$ cat config.mk
export PLATFORM = sky130hd
export DESIGN_NAME = occ_ctrl
export DESIGN_NICKNAME = d
export VERILOG_FILES = /design/src/occ_pkg.sv /design/src/occ_ctrl.sv
export SDC_FILE = /design/constraint.sdc
export NUM_CORES = 1
export LEC_CHECK = 0
export BUFFER_PORTS_ARGS = -buffer_cell sky130_fd_sc_hd__buf_4
export CAP_MARGIN = 15
export CELL_PAD_IN_SITES_DETAIL_PLACEMENT = 1
export CELL_PAD_IN_SITES_GLOBAL_PLACEMENT = 2
export CORE_MARGIN = 3
export CORE_UTILIZATION = 30
export CTS_BUF_LIST = sky130_fd_sc_hd__clkbuf_2 sky130_fd_sc_hd__clkbuf_4 sky130_fd_sc_hd__clkbuf_8
export CTS_CLUSTER_DIAMETER = 150
export DETAILED_ROUTE_END_ITERATION = 16
export GPL_TIMING_DRIVEN = 1
export PLACE_DENSITY = 0.69
export REMOVE_ABC_BUFFERS = 1
export SETUP_SLACK_MARGIN = 0.4
export SYNTH_ARGS = -nofsm -noshare
export SYNTH_HDL_FRONTEND = slang
export SYNTH_SLANG_ARGS = --single-unit
$ cat constraint.sdc
create_clock -name clk -period 7.1 [get_ports clk]
set_input_delay 0.71 -clock clk [delete_from_list [all_inputs] [get_ports clk]]
set_output_delay 0.71 -clock clk [all_outputs]
set_load 0.02 [all_outputs]
$ cat src/occ_pkg.sv
// constants and types for the on/off switch cycle controller
`default_nettype none
package occ_pkg;
  localparam int CLK_HZ      = 100_000_000;
  localparam int F_PEAK_HZ   = 264_000;
  localparam int P_PEAK      = CLK_HZ / F_PEAK_HZ;
  localparam int JIT_PCT     = 3;
  localparam int JIT_CNT     = P_PEAK * JIT_PCT / 100;
  localparam int JIT_RATE_HZ = 1_000;
  localparam int JIT_STEP    = CLK_HZ / (JIT_RATE_HZ * 4 * JIT_CNT);
  localparam int DUTY_PCT    = 65;
  localparam int LEB_NS      = 200;
  localparam int LEB_CYC     = (LEB_NS * (CLK_HZ / 1_000_000) + 999) / 1000;
  localparam int OFF_TIME_MS = 1000;
  localparam int OFF_CYC     = CLK_HZ / 1000 * OFF_TIME_MS;
  localparam int AR_CYC      = 8192;
  localparam int UP_RUN      = 8;
  localparam int DN_RUN      = 8;

  localparam logic [10:0] PER_BASE  = 11'(P_PEAK - JIT_CNT);
  localparam logic [4:0]  JIT_TOP   = 5'(2 * JIT_CNT);
  localparam logic [11:0] JIT_LAST  = 12'(JIT_STEP - 1);
  localparam logic [10:0] DMAX_PEAK = 11'(P_PEAK * DUTY_PCT / 100);
  localparam logic [10:0] DMAX_STD  = 11'(2 * P_PEAK * DUTY_PCT / 100);
  localparam logic [4:0]  LEB_LOAD  = 5'(LEB_CYC);
  localparam logic [1:0]  LVL_MAX   = 2'h3;
  localparam logic [3:0]  UP_LAST   = 4'(UP_RUN - 1);
  localparam logic [3:0]  DN_LAST   = 4'(DN_RUN - 1);

  localparam logic [7:0]  REG_CTRL    = 8'h00;
  localparam logic [7:0]  REG_STATUS  = 8'h04;
  localparam logic [7:0]  REG_ARCNT   = 8'h08;
  localparam int          CTRL_EN_BIT = 0;
  localparam logic        CTRL_EN_RST = 1'b1;
  localparam int ST_GATE = 0;
  localparam int ST_UVLO = 1;
  localparam int ST_OTP  = 2;
  localparam int ST_OTE  = 3;
  localparam int ST_PEAK = 4;
  localparam int ST_LVL  = 8;
  localparam int ST_FSM  = 12;
  localparam logic [1:0] RESP_OKAY   = 2'h0;
  localparam logic [1:0] RESP_SLVERR = 2'h2;

  typedef enum logic [1:0] {OCC_PWRUP, OCC_RUN, OCC_AROFF} occ_st_t;

  typedef struct packed {
    logic        en_over;
    logic        i_over;
    logic        supply_low;
    logic        supply_reg;
    logic        temp_over;
    logic        temp_cooled;
    logic        line_low;
    logic        line_absent;
  } occ_sense_t;

  typedef struct packed {
    logic        awvalid;
    logic [7:0]  awaddr;
    logic        wvalid;
    logic [31:0] wdata;
    logic [3:0]  wstrb;
    logic        bready;
    logic        arvalid;
    logic [7:0]  araddr;
    logic        rready;
  } occ_axi_req_t;

  typedef struct packed {
    logic        awready;
    logic        wready;
    logic        bvalid;
    logic [1:0]  bresp;
    logic        arready;
    logic        rvalid;
    logic [31:0] rdata;
    logic [1:0]  rresp;
  } occ_axi_rsp_t;

  typedef struct packed {
    occ_st_t      st;
    logic [10:0]  osc;
    logic [4:0]   jit;
    logic         jup;
    logic [11:0]  jdiv;
    logic         hold;
    logic [10:0]  cyc;
    logic         cpk;
    logic         dmax;
    logic         cstart;
    logic         arm;
    logic         gate;
    logic [4:0]   blank;
    logic [1:0]   level;
    logic         peak;
    logic [3:0]   run_en;
    logic [3:0]   run_sk;
    logic [13:0]  ar;
    logic [26:0]  off;
    logic         uvlo;
    logic         otp;
    logic         ote;
    logic         lock;
    logic         ctrl_en;
    logic [7:0]   awaddr;
    logic [31:0]  wdata;
    logic [3:0]   wstrb;
    occ_axi_rsp_t rsp;
  } occ_state_t;
endpackage
`default_nettype wire

$ cat src/occ_ctrl.sv
// on/off switch cycle controller with axi4-lite registers
// Function
// free-running oscillator, 264 kHz average at top level, cycle start and max duty.
// period jittered about plus or minus 3 percent, triangle repeating at 1 kHz.
// enable is low while pin current exceeds threshold, high once below it.
// enable sampled at each cycle start; high switches, low skips the cycle.
// enable changes after the sample are ignored; started cycles always complete.
// skipped cycles resample enable at the fast 264 kHz rate.
// enable/skip pattern steps current limit level down and up.
// supply below 4.9 V locks switching out until back at 5.85 V.
// over-temperature disables switching until die cools, then resumes.
// switch current above active threshold ends the pulse for that cycle.
// current limit ignored for the blanking time after turn-on.
// auto-restart counter advances per oscillator cycle, cleared when enable low.
// 8192 cycles without enable low stops switching for one second.
// fault keeps alternating switching and disable periods until regulation returns.
// line undervoltage during disable period halts the auto-restart counter.
// with on-time extension, pulse runs until current limit, not max duty.
// extension off at start-up and after auto-restart until regulation seen.
// power-up and restart need line current above 25 uA to switch.
// during power-up supply held at lockout while line undervoltage persists.
// line sense ignored once switching, looked at again in auto-restart.
// line current below 1 uA means no resistor; undervoltage function off.
// without extension pulse ends at current limit or max duty fall.
// top current limit level runs double frequency; lower levels half that.
// level count and step thresholds are constants; steps at cycle boundaries.
//
// Our own choices: the register offsets and the AXI4-Lite register port.
`default_nettype none
module occ_ctrl #(
  parameter int AR_CYCLES  = occ_pkg::AR_CYC,
  parameter int OFF_CYCLES = occ_pkg::OFF_CYC
) (
  input  wire logic                  clk,
  input  wire logic                  rst,
  input  wire occ_pkg::occ_sense_t   sense,
  input  wire occ_pkg::occ_axi_req_t axi_req,
  output var  occ_pkg::occ_axi_rsp_t axi_rsp,
  output var  logic                  gate_drive,
  output var  logic                  max_duty_signal,
  output var  logic                  cycle_start,
  output var  logic [1:0]            switch_current_threshold,
  output var  logic                  peak_mode,
  output var  logic                  supply_hold_lockout
);
  import occ_pkg::*;

  localparam logic [13:0] AR_LAST  = 14'(AR_CYCLES - 1);
  localparam logic [26:0] OFF_LAST = 27'(OFF_CYCLES - 1);

  occ_state_t q;
  occ_state_t d;
  logic [10:0] per;
  logic        tick;
  logic        start;
  logic        en_low;
  logic        fault;
  logic        halt;
  logic        ok;
  logic [31:0] rd;
  logic [1:0]  rr;

  always_comb
  begin
    d      = q;
    rd     = '0;
    rr     = RESP_OKAY;
    per    = PER_BASE + {6'h0, q.jit};
    tick   = (q.osc == per - 11'h001);
    start  = tick && !q.hold;
    en_low = sense.en_over;
    halt   = !sense.line_absent && sense.line_low;
    fault  = q.uvlo || q.otp || !q.ctrl_en || (q.st != OCC_RUN);
    ok     = 1'b0;
    d.cstart = 1'b0;

    // fast oscillator with triangle jitter
    if (tick)
    begin
      d.osc = 11'h000;
    end
    else
    begin
      d.osc = q.osc + 11'h001;
    end
    if (q.jdiv == JIT_LAST)
    begin
      d.jdiv = 12'h000;
      if (q.jup)
      begin
        d.jit = q.jit + 5'h01;
        d.jup = (q.jit + 5'h01) != JIT_TOP;
      end
      else
      begin
        d.jit = q.jit - 5'h01;
        d.jup = (q.jit - 5'h01) == 5'h00;
      end
    end
    else
    begin
      d.jdiv = q.jdiv + 12'h001;
    end

    // max duty window of the current cycle
    if (q.cyc != 11'h7ff)
    begin
      d.cyc = q.cyc + 11'h001;
    end
    if (q.dmax && (q.cyc == (q.cpk ? DMAX_PEAK : DMAX_STD) - 11'h001))
    begin
      d.dmax = 1'b0;
    end

    // supply lockout and thermal latches, set wins
    if (sense.supply_low)
    begin
      d.uvlo = 1'b1;
    end
    else if (sense.supply_reg)
    begin
      d.uvlo = 1'b0;
    end
    if (sense.temp_over)
    begin
      d.otp = 1'b1;
    end
    else if (sense.temp_cooled)
    begin
      d.otp = 1'b0;
    end

    // pulse termination
    if (q.arm)
    begin
      d.arm   = 1'b0;
      d.gate  = !fault;
      d.blank = LEB_LOAD;
    end
    else if (q.gate)
    begin
      if (q.blank != 5'h00)
      begin
        d.blank = q.blank - 5'h01;
      end
      else if (sense.i_over)
      begin
        d.gate = 1'b0;
      end
      if (q.dmax && !d.dmax && !q.ote)
      begin
        d.gate = 1'b0;
      end
      if (fault)
      begin
        d.gate = 1'b0;
      end
    end

    // cycle boundary: sample enable once, step level
    if (tick && q.hold)
    begin
      d.hold = 1'b0;
    end
    else if (start)
    begin
      d.cstart = 1'b1;
      d.cyc    = 11'h000;
      d.dmax   = 1'b1;
      d.gate   = 1'b0;
      ok       = !en_low && !fault;
      if (!en_low)
      begin
        d.run_sk = 4'h0;
        if (q.run_en == UP_LAST)
        begin
          d.run_en = 4'h0;
          if (q.level != LVL_MAX)
          begin
            d.level = q.level + 2'h1;
          end
        end
        else
        begin
          d.run_en = q.run_en + 4'h1;
        end
      end
      else
      begin
        d.run_en = 4'h0;
        if (q.run_sk == DN_LAST)
        begin
          d.run_sk = 4'h0;
          if (q.level != 2'h0)
          begin
            d.level = q.level - 2'h1;
          end
        end
        else
        begin
          d.run_sk = q.run_sk + 4'h1;
        end
      end
      d.peak = (d.level == LVL_MAX);
      d.cpk  = d.peak;
      d.arm  = ok;
      d.hold = ok && !d.peak;
    end

    // auto-restart and power-up sequencing
    d.lock = (q.st == OCC_PWRUP) && halt;
    case (q.st)
      OCC_PWRUP:
      begin
        if (!halt && !q.uvlo)
        begin
          d.st = OCC_RUN;
          d.ar = 14'h0000;
        end
      end
      OCC_RUN:
      begin
        if (en_low)
        begin
          d.ar  = 14'h0000;
          d.ote = 1'b1;
        end
        else if (tick)
        begin
          if (q.ar == AR_LAST)
          begin
            d.st    = OCC_AROFF;
            d.off   = 27'h0;
            d.ote   = 1'b0;
            d.gate  = 1'b0;
            d.arm   = 1'b0;
            d.hold  = 1'b0;
          end
          else
          begin
            d.ar = q.ar + 14'h0001;
          end
        end
      end
      OCC_AROFF:
      begin
        if (halt)
        begin
          d.off = q.off;
        end
        else if (q.off >= OFF_LAST)
        begin
          d.st  = OCC_RUN;
          d.ar  = 14'h0000;
          d.off = 27'h0;
        end
        else
        begin
          d.off = q.off + 27'h1;
        end
      end
      default:
      begin
        d.st = OCC_PWRUP;
      end
    endcase

    // axi4-lite write
    if (axi_req.awvalid && q.rsp.awready)
    begin
      d.rsp.awready = 1'b0;
      d.awaddr      = axi_req.awaddr;
    end
    if (axi_req.wvalid && q.rsp.wready)
    begin
      d.rsp.wready = 1'b0;
      d.wdata      = axi_req.wdata;
      d.wstrb      = axi_req.wstrb;
    end
    if (!q.rsp.awready && !q.rsp.wready && !q.rsp.bvalid)
    begin
      d.rsp.bvalid = 1'b1;
      d.rsp.bresp  = RESP_OKAY;
      if (q.awaddr == REG_CTRL)
      begin
        if (q.wstrb[0])
        begin
          d.ctrl_en = q.wdata[CTRL_EN_BIT];
        end
      end
      else if (q.awaddr == REG_STATUS || q.awaddr == REG_ARCNT)
      begin
        d.rsp.bresp = RESP_OKAY;
      end
      else
      begin
        d.rsp.bresp = RESP_SLVERR;
      end
    end
    if (q.rsp.bvalid && axi_req.bready)
    begin
      d.rsp.bvalid  = 1'b0;
      d.rsp.awready = 1'b1;
      d.rsp.wready  = 1'b1;
    end

    // axi4-lite read
    if (axi_req.araddr == REG_CTRL)
    begin
      rd[CTRL_EN_BIT] = q.ctrl_en;
    end
    else if (axi_req.araddr == REG_STATUS)
    begin
      rd[ST_GATE]         = q.gate;
      rd[ST_UVLO]         = q.uvlo;
      rd[ST_OTP]          = q.otp;
      rd[ST_OTE]          = q.ote;
      rd[ST_PEAK]         = q.peak;
      rd[ST_LVL+1:ST_LVL] = q.level;
      rd[ST_FSM+1:ST_FSM] = q.st;
    end
    else if (axi_req.araddr == REG_ARCNT)
    begin
      rd[13:0] = q.ar;
    end
    else
    begin
      rr = RESP_SLVERR;
    end
    if (axi_req.arvalid && q.rsp.arready)
    begin
      d.rsp.arready = 1'b0;
      d.rsp.rvalid  = 1'b1;
      d.rsp.rdata   = rd;
      d.rsp.rresp   = rr;
    end
    if (q.rsp.rvalid && axi_req.rready)
    begin
      d.rsp.rvalid  = 1'b0;
      d.rsp.arready = 1'b1;
    end
  end

  always_ff @(posedge clk)
  begin
    if (rst)
    begin
      q             <= '0;
      q.st          <= OCC_PWRUP;
      q.jup         <= 1'b1;
      q.uvlo        <= 1'b1;
      q.ctrl_en     <= CTRL_EN_RST;
      q.rsp.awready <= 1'b1;
      q.rsp.wready  <= 1'b1;
      q.rsp.arready <= 1'b1;
    end
    else
    begin
      q <= d;
    end
  end

  assign axi_rsp                  = q.rsp;
  assign gate_drive               = q.gate;
  assign max_duty_signal          = q.dmax;
  assign cycle_start              = q.cstart;
  assign switch_current_threshold = q.level;
  assign peak_mode                = q.peak;
  assign supply_hold_lockout      = q.lock;
endmodule
`default_nettype wire

==> results.md <==
* Hold Crit Start: sense[4]
* TritonCTS clock tree: done
* CTS max path bufs at 2
* Largest net degree at the start of global routing at between 70 and 80
* Post-synthesis simple-gate area fraction at approximately a quarter
* Vias at roughly 6300
* Final setup violating endpoints at 0
* Hold Vio Cnt, Final at 0
* Ant diodes at 0
* Peak supply drop at approximately 0.000081 V
* Relative slew slack at approximately 29%
* Status: completed
* Final WL at 19300 um
* Setup CP Type: reg2reg
* H-tree depth at 4
* Final Total Pwr at about 1.6 mW
* Largest family of logic cells by synthesized area: simple AND/OR/NAND/NOR gates
* Worst Skew at 0.0176 ns
* Critical path arrival at roughly 3.6 ns
* Post-CTS setup buffers at 0
* Compound-Gate Fraction of Synth Area at between 10% and 20%
* Final setup TNS at 0 ns
* Sequential share of the synthesized area at 38.8%
* Die extent in x at approximately 160 um
* Post-Synth Adder-Cell Area at roughly 2.8%
* CP Max Fanout at 14
* # IOs at 115
* Cell area power density at around 200 nW/um2
* Worst hold-check path type: in2reg
* Clk_lat worst skew at 0.46 ns
* Final worst path period share at a little under half
* Yosys reg bits at 140
* PostCTS Resize Cnt at 0
* Hold Path End: q[89]$_SDFFE_PP1P_
* Switching power at 0.419 mW
* XOR/XNOR share of the synthesized area at ~6.7%
* Least-Margin Pin Slew at 1.06 ns
* Async S/R FF share, synth at 0%
* Gate power share at roughly 5.7%
* Max_cap viols at 0
* DR vias/cell at just over 5
* DRT Pass-1 Iters at 4
* CTS Sinks at 140
* Top_reg_cell synth: dfxtp_1
* Port buffer count at 60
* Cells after Synth at about 890
* Reg2reg end: q[125]$_SDFFE_PP0P_
* LEAKAGE at around 3 nW
* DIE AREA at ~26000 um2
* Wire per inst at about 16 um
* Final net count at between 900 and 1000
* Root Driver: clkbuf_8
* Tot GR Track Use at approximately 15%
* Reg power frac at around half
* Crit path required time at 7.39 ns
* TritonCTS Buffers at 17
* Reg2Reg Setup Slack at roughly 3.8 ns
* Layout area overhead at 11.9%
* CP Capture Type: register
* Die height at about 160 um
* First-pass GRT wire length at approximately 32000 um
* Fmax at just over 300 MHz
* Mux contribution to synthesized area at 1.00%
* Synthesis warning total at 0
* Share of layout cells above drive strength 1 at roughly an eighth
* Initial antenna violation count at 0
* Reg2Reg Depth at 7
* Post-route DRC at 0
* Core Region at 23500 um2
* RSZ-0062 raised after global routing: false
* Synth unique cells at 67
* Mapped Area at 7220 um2
* Detailed placement HPWL at around 13000 um
* GR Overflow Total at 0
* Count of pins over their slew limit at 0
* Worst R2R Start: q[178]$_SDFFE_PP0P_
* Final Util at 34.3%
* Clock network fraction of design power at between 40% and 50%
* Crit path launch type: register
* Antenna viol nets, final at 0
* DRC violation total after the first TritonRoute iteration at about 340
* P_int at between 1 and 1.5 mW
* Initial Utilization at between 30% and 40%
* Clock transition at path regs at 0.09 ns
* Vias in the first global route at 6265
* Rows at 56
* CTS Hold Bufs at 0
* Sw frac at 26.5%
* Number of synthesized flops with an enable pin at 0
* Minimum clock period at 3.31 ns
* Syn Area/Cell at ~8.1 um2
* Gpl congestion at approximately 0.73
* Hold depth at 2
layer usage:
metal / up-vias / global-route usage (%) / part of all wire, %
met5: - / 0 / 0
met4: 0 / 3.75 / 0.77
met3: 10 / 3.10 / 2.5
met2: 62 / 25.3 / 47
met1: 3026 / 20.4 / 49
li1: 3154 / - / -
power groups by stage:
stage / combinational [mW] / clock, mW / sequential (mW)
final: 0.0900 / 0.683 / 0.809
after global placement: 0.0905 / 0 / 0.828
after detailed placement: 0.0916 / 0 / 0.828
after global routing: 0.101 / 0.745 / 0.812
after CTS: 0.0918 / 0.711 / 0.809
after floorplan: 0.0442 / 0 / 0.828
metrics by stage:
stage	hold WS (ns)	instances	cell area (um2)	setup WS [ns]
after CTS	0.393	1241	8090	3.70
after detailed placement	0.446	1209	7670	3.74
final	0.430	1241	8090	3.79
after floorplan	0.425	823	6770	4.14
after global placement	0.443	1209	7670	3.88
after global routing	0.413	1241	8090	3.57
cell type report:
| cell class | count | area [um2] |
|---|---|---|
| clock inverters | 13 | 156 |
| inverters | 28 | 105 |
| flip-flops and latches | 140 | 2800 |
| well taps | 319 | 399 |
| repair buffers | 67 | 503 |
| multi-input cells | 655 | 3860 |
| clock buffers | 19 | 255 |
| fillers | 2873 | 15500 |
layout by cell type, fill, tap and decap left out, types with 7 or more instances in the layout:
cell,n
o31ai_1,7
and2_1,7
ha_1,16
a22oi_1,15
conb_1,20
nand3_1,50
a21oi_1,57
nor3_1,45
inv_1,27
xor2_1,37
nand2b_1,9
o21ai_0,39
nor2_1,101
nand4_1,21
nor4_1,9
and4_1,9
nand4b_1,7
clkbuf_8,18
dfxtp_1,140
and3_1,24
xnor2_1,18
nand2_1,73
buf_4,67
flip-flops by register name, indices dropped and copies added, names as in the netlist:
| signal | flops |
|---|---|
| switch_current_threshold | 2 |
| cycle_start | 1 |
| axi_rsp | 21 |
| gate_drive | 1 |
| max_duty_signal | 1 |
| supply_hold_lockout | 1 |
| q | 112 |
| peak_mode | 1 |
how the worst max path moves through the flow:
stage / startpoint / end / slack (ns) / depth (start not counted)
6_report: q[178]$_SDFFE_PP0P_ / q[125]$_SDFFE_PP0P_ / 3.79 / 7
5_1_grt: q[178]$_SDFFE_PP0P_ / q[125]$_SDFFE_PP0P_ / 3.57 / 7
4_1_cts: q[178]$_SDFFE_PP0P_ / q[125]$_SDFFE_PP0P_ / 3.70 / 7
3_5_place_dp: q[178]$_SDFFE_PP0P_ / q[125]$_SDFFE_PP0P_ / 3.74 / 7
3_3_place_gp: q[178]$_SDFFE_PP0P_ / q[122]$_SDFFE_PP0P_ / 3.88 / 7
2_1_floorplan: q[93]$_SDFFE_PP0P_ / q[104]$_SDFFE_PP0P_ / 4.14 / 6
worst max-delay path, stage by stage (launching register included):
cell,delay (ns)
dfxtp_1,0.49
inv_1,0.16
ha_1,0.32
xor2_1,0.16
nand4_1,0.32
or3_1,0.58
a211oi_2,0.85
o21ai_0,0.25
cell families after synthesis:
| logic type | after synthesis |
|---|---|
| mux | 7 |
| other cells | 1 |
| simple gates | 382 |
| xor+xnor | 55 |
| buf+inv | 112 |
| fa+ha+maj | 16 |
| flops | 140 |
| compound gates | 175 |
cell usage after synthesis (all sizes together), types with 24 or more instances:
master,n,share of area (%)
and3,24,2.1
nand3,50,3.5
nor3,45,3.1
xor2,37,4.5
nor2,101,5.2
nand2,73,3.8
clkbuf,30,1.8
inv,28,1.5
a21oi,58,4.1
dfxtp,140,39
o21ai,41,2.8
buf,53,5.4
Power figures use the tool's default switching activity.
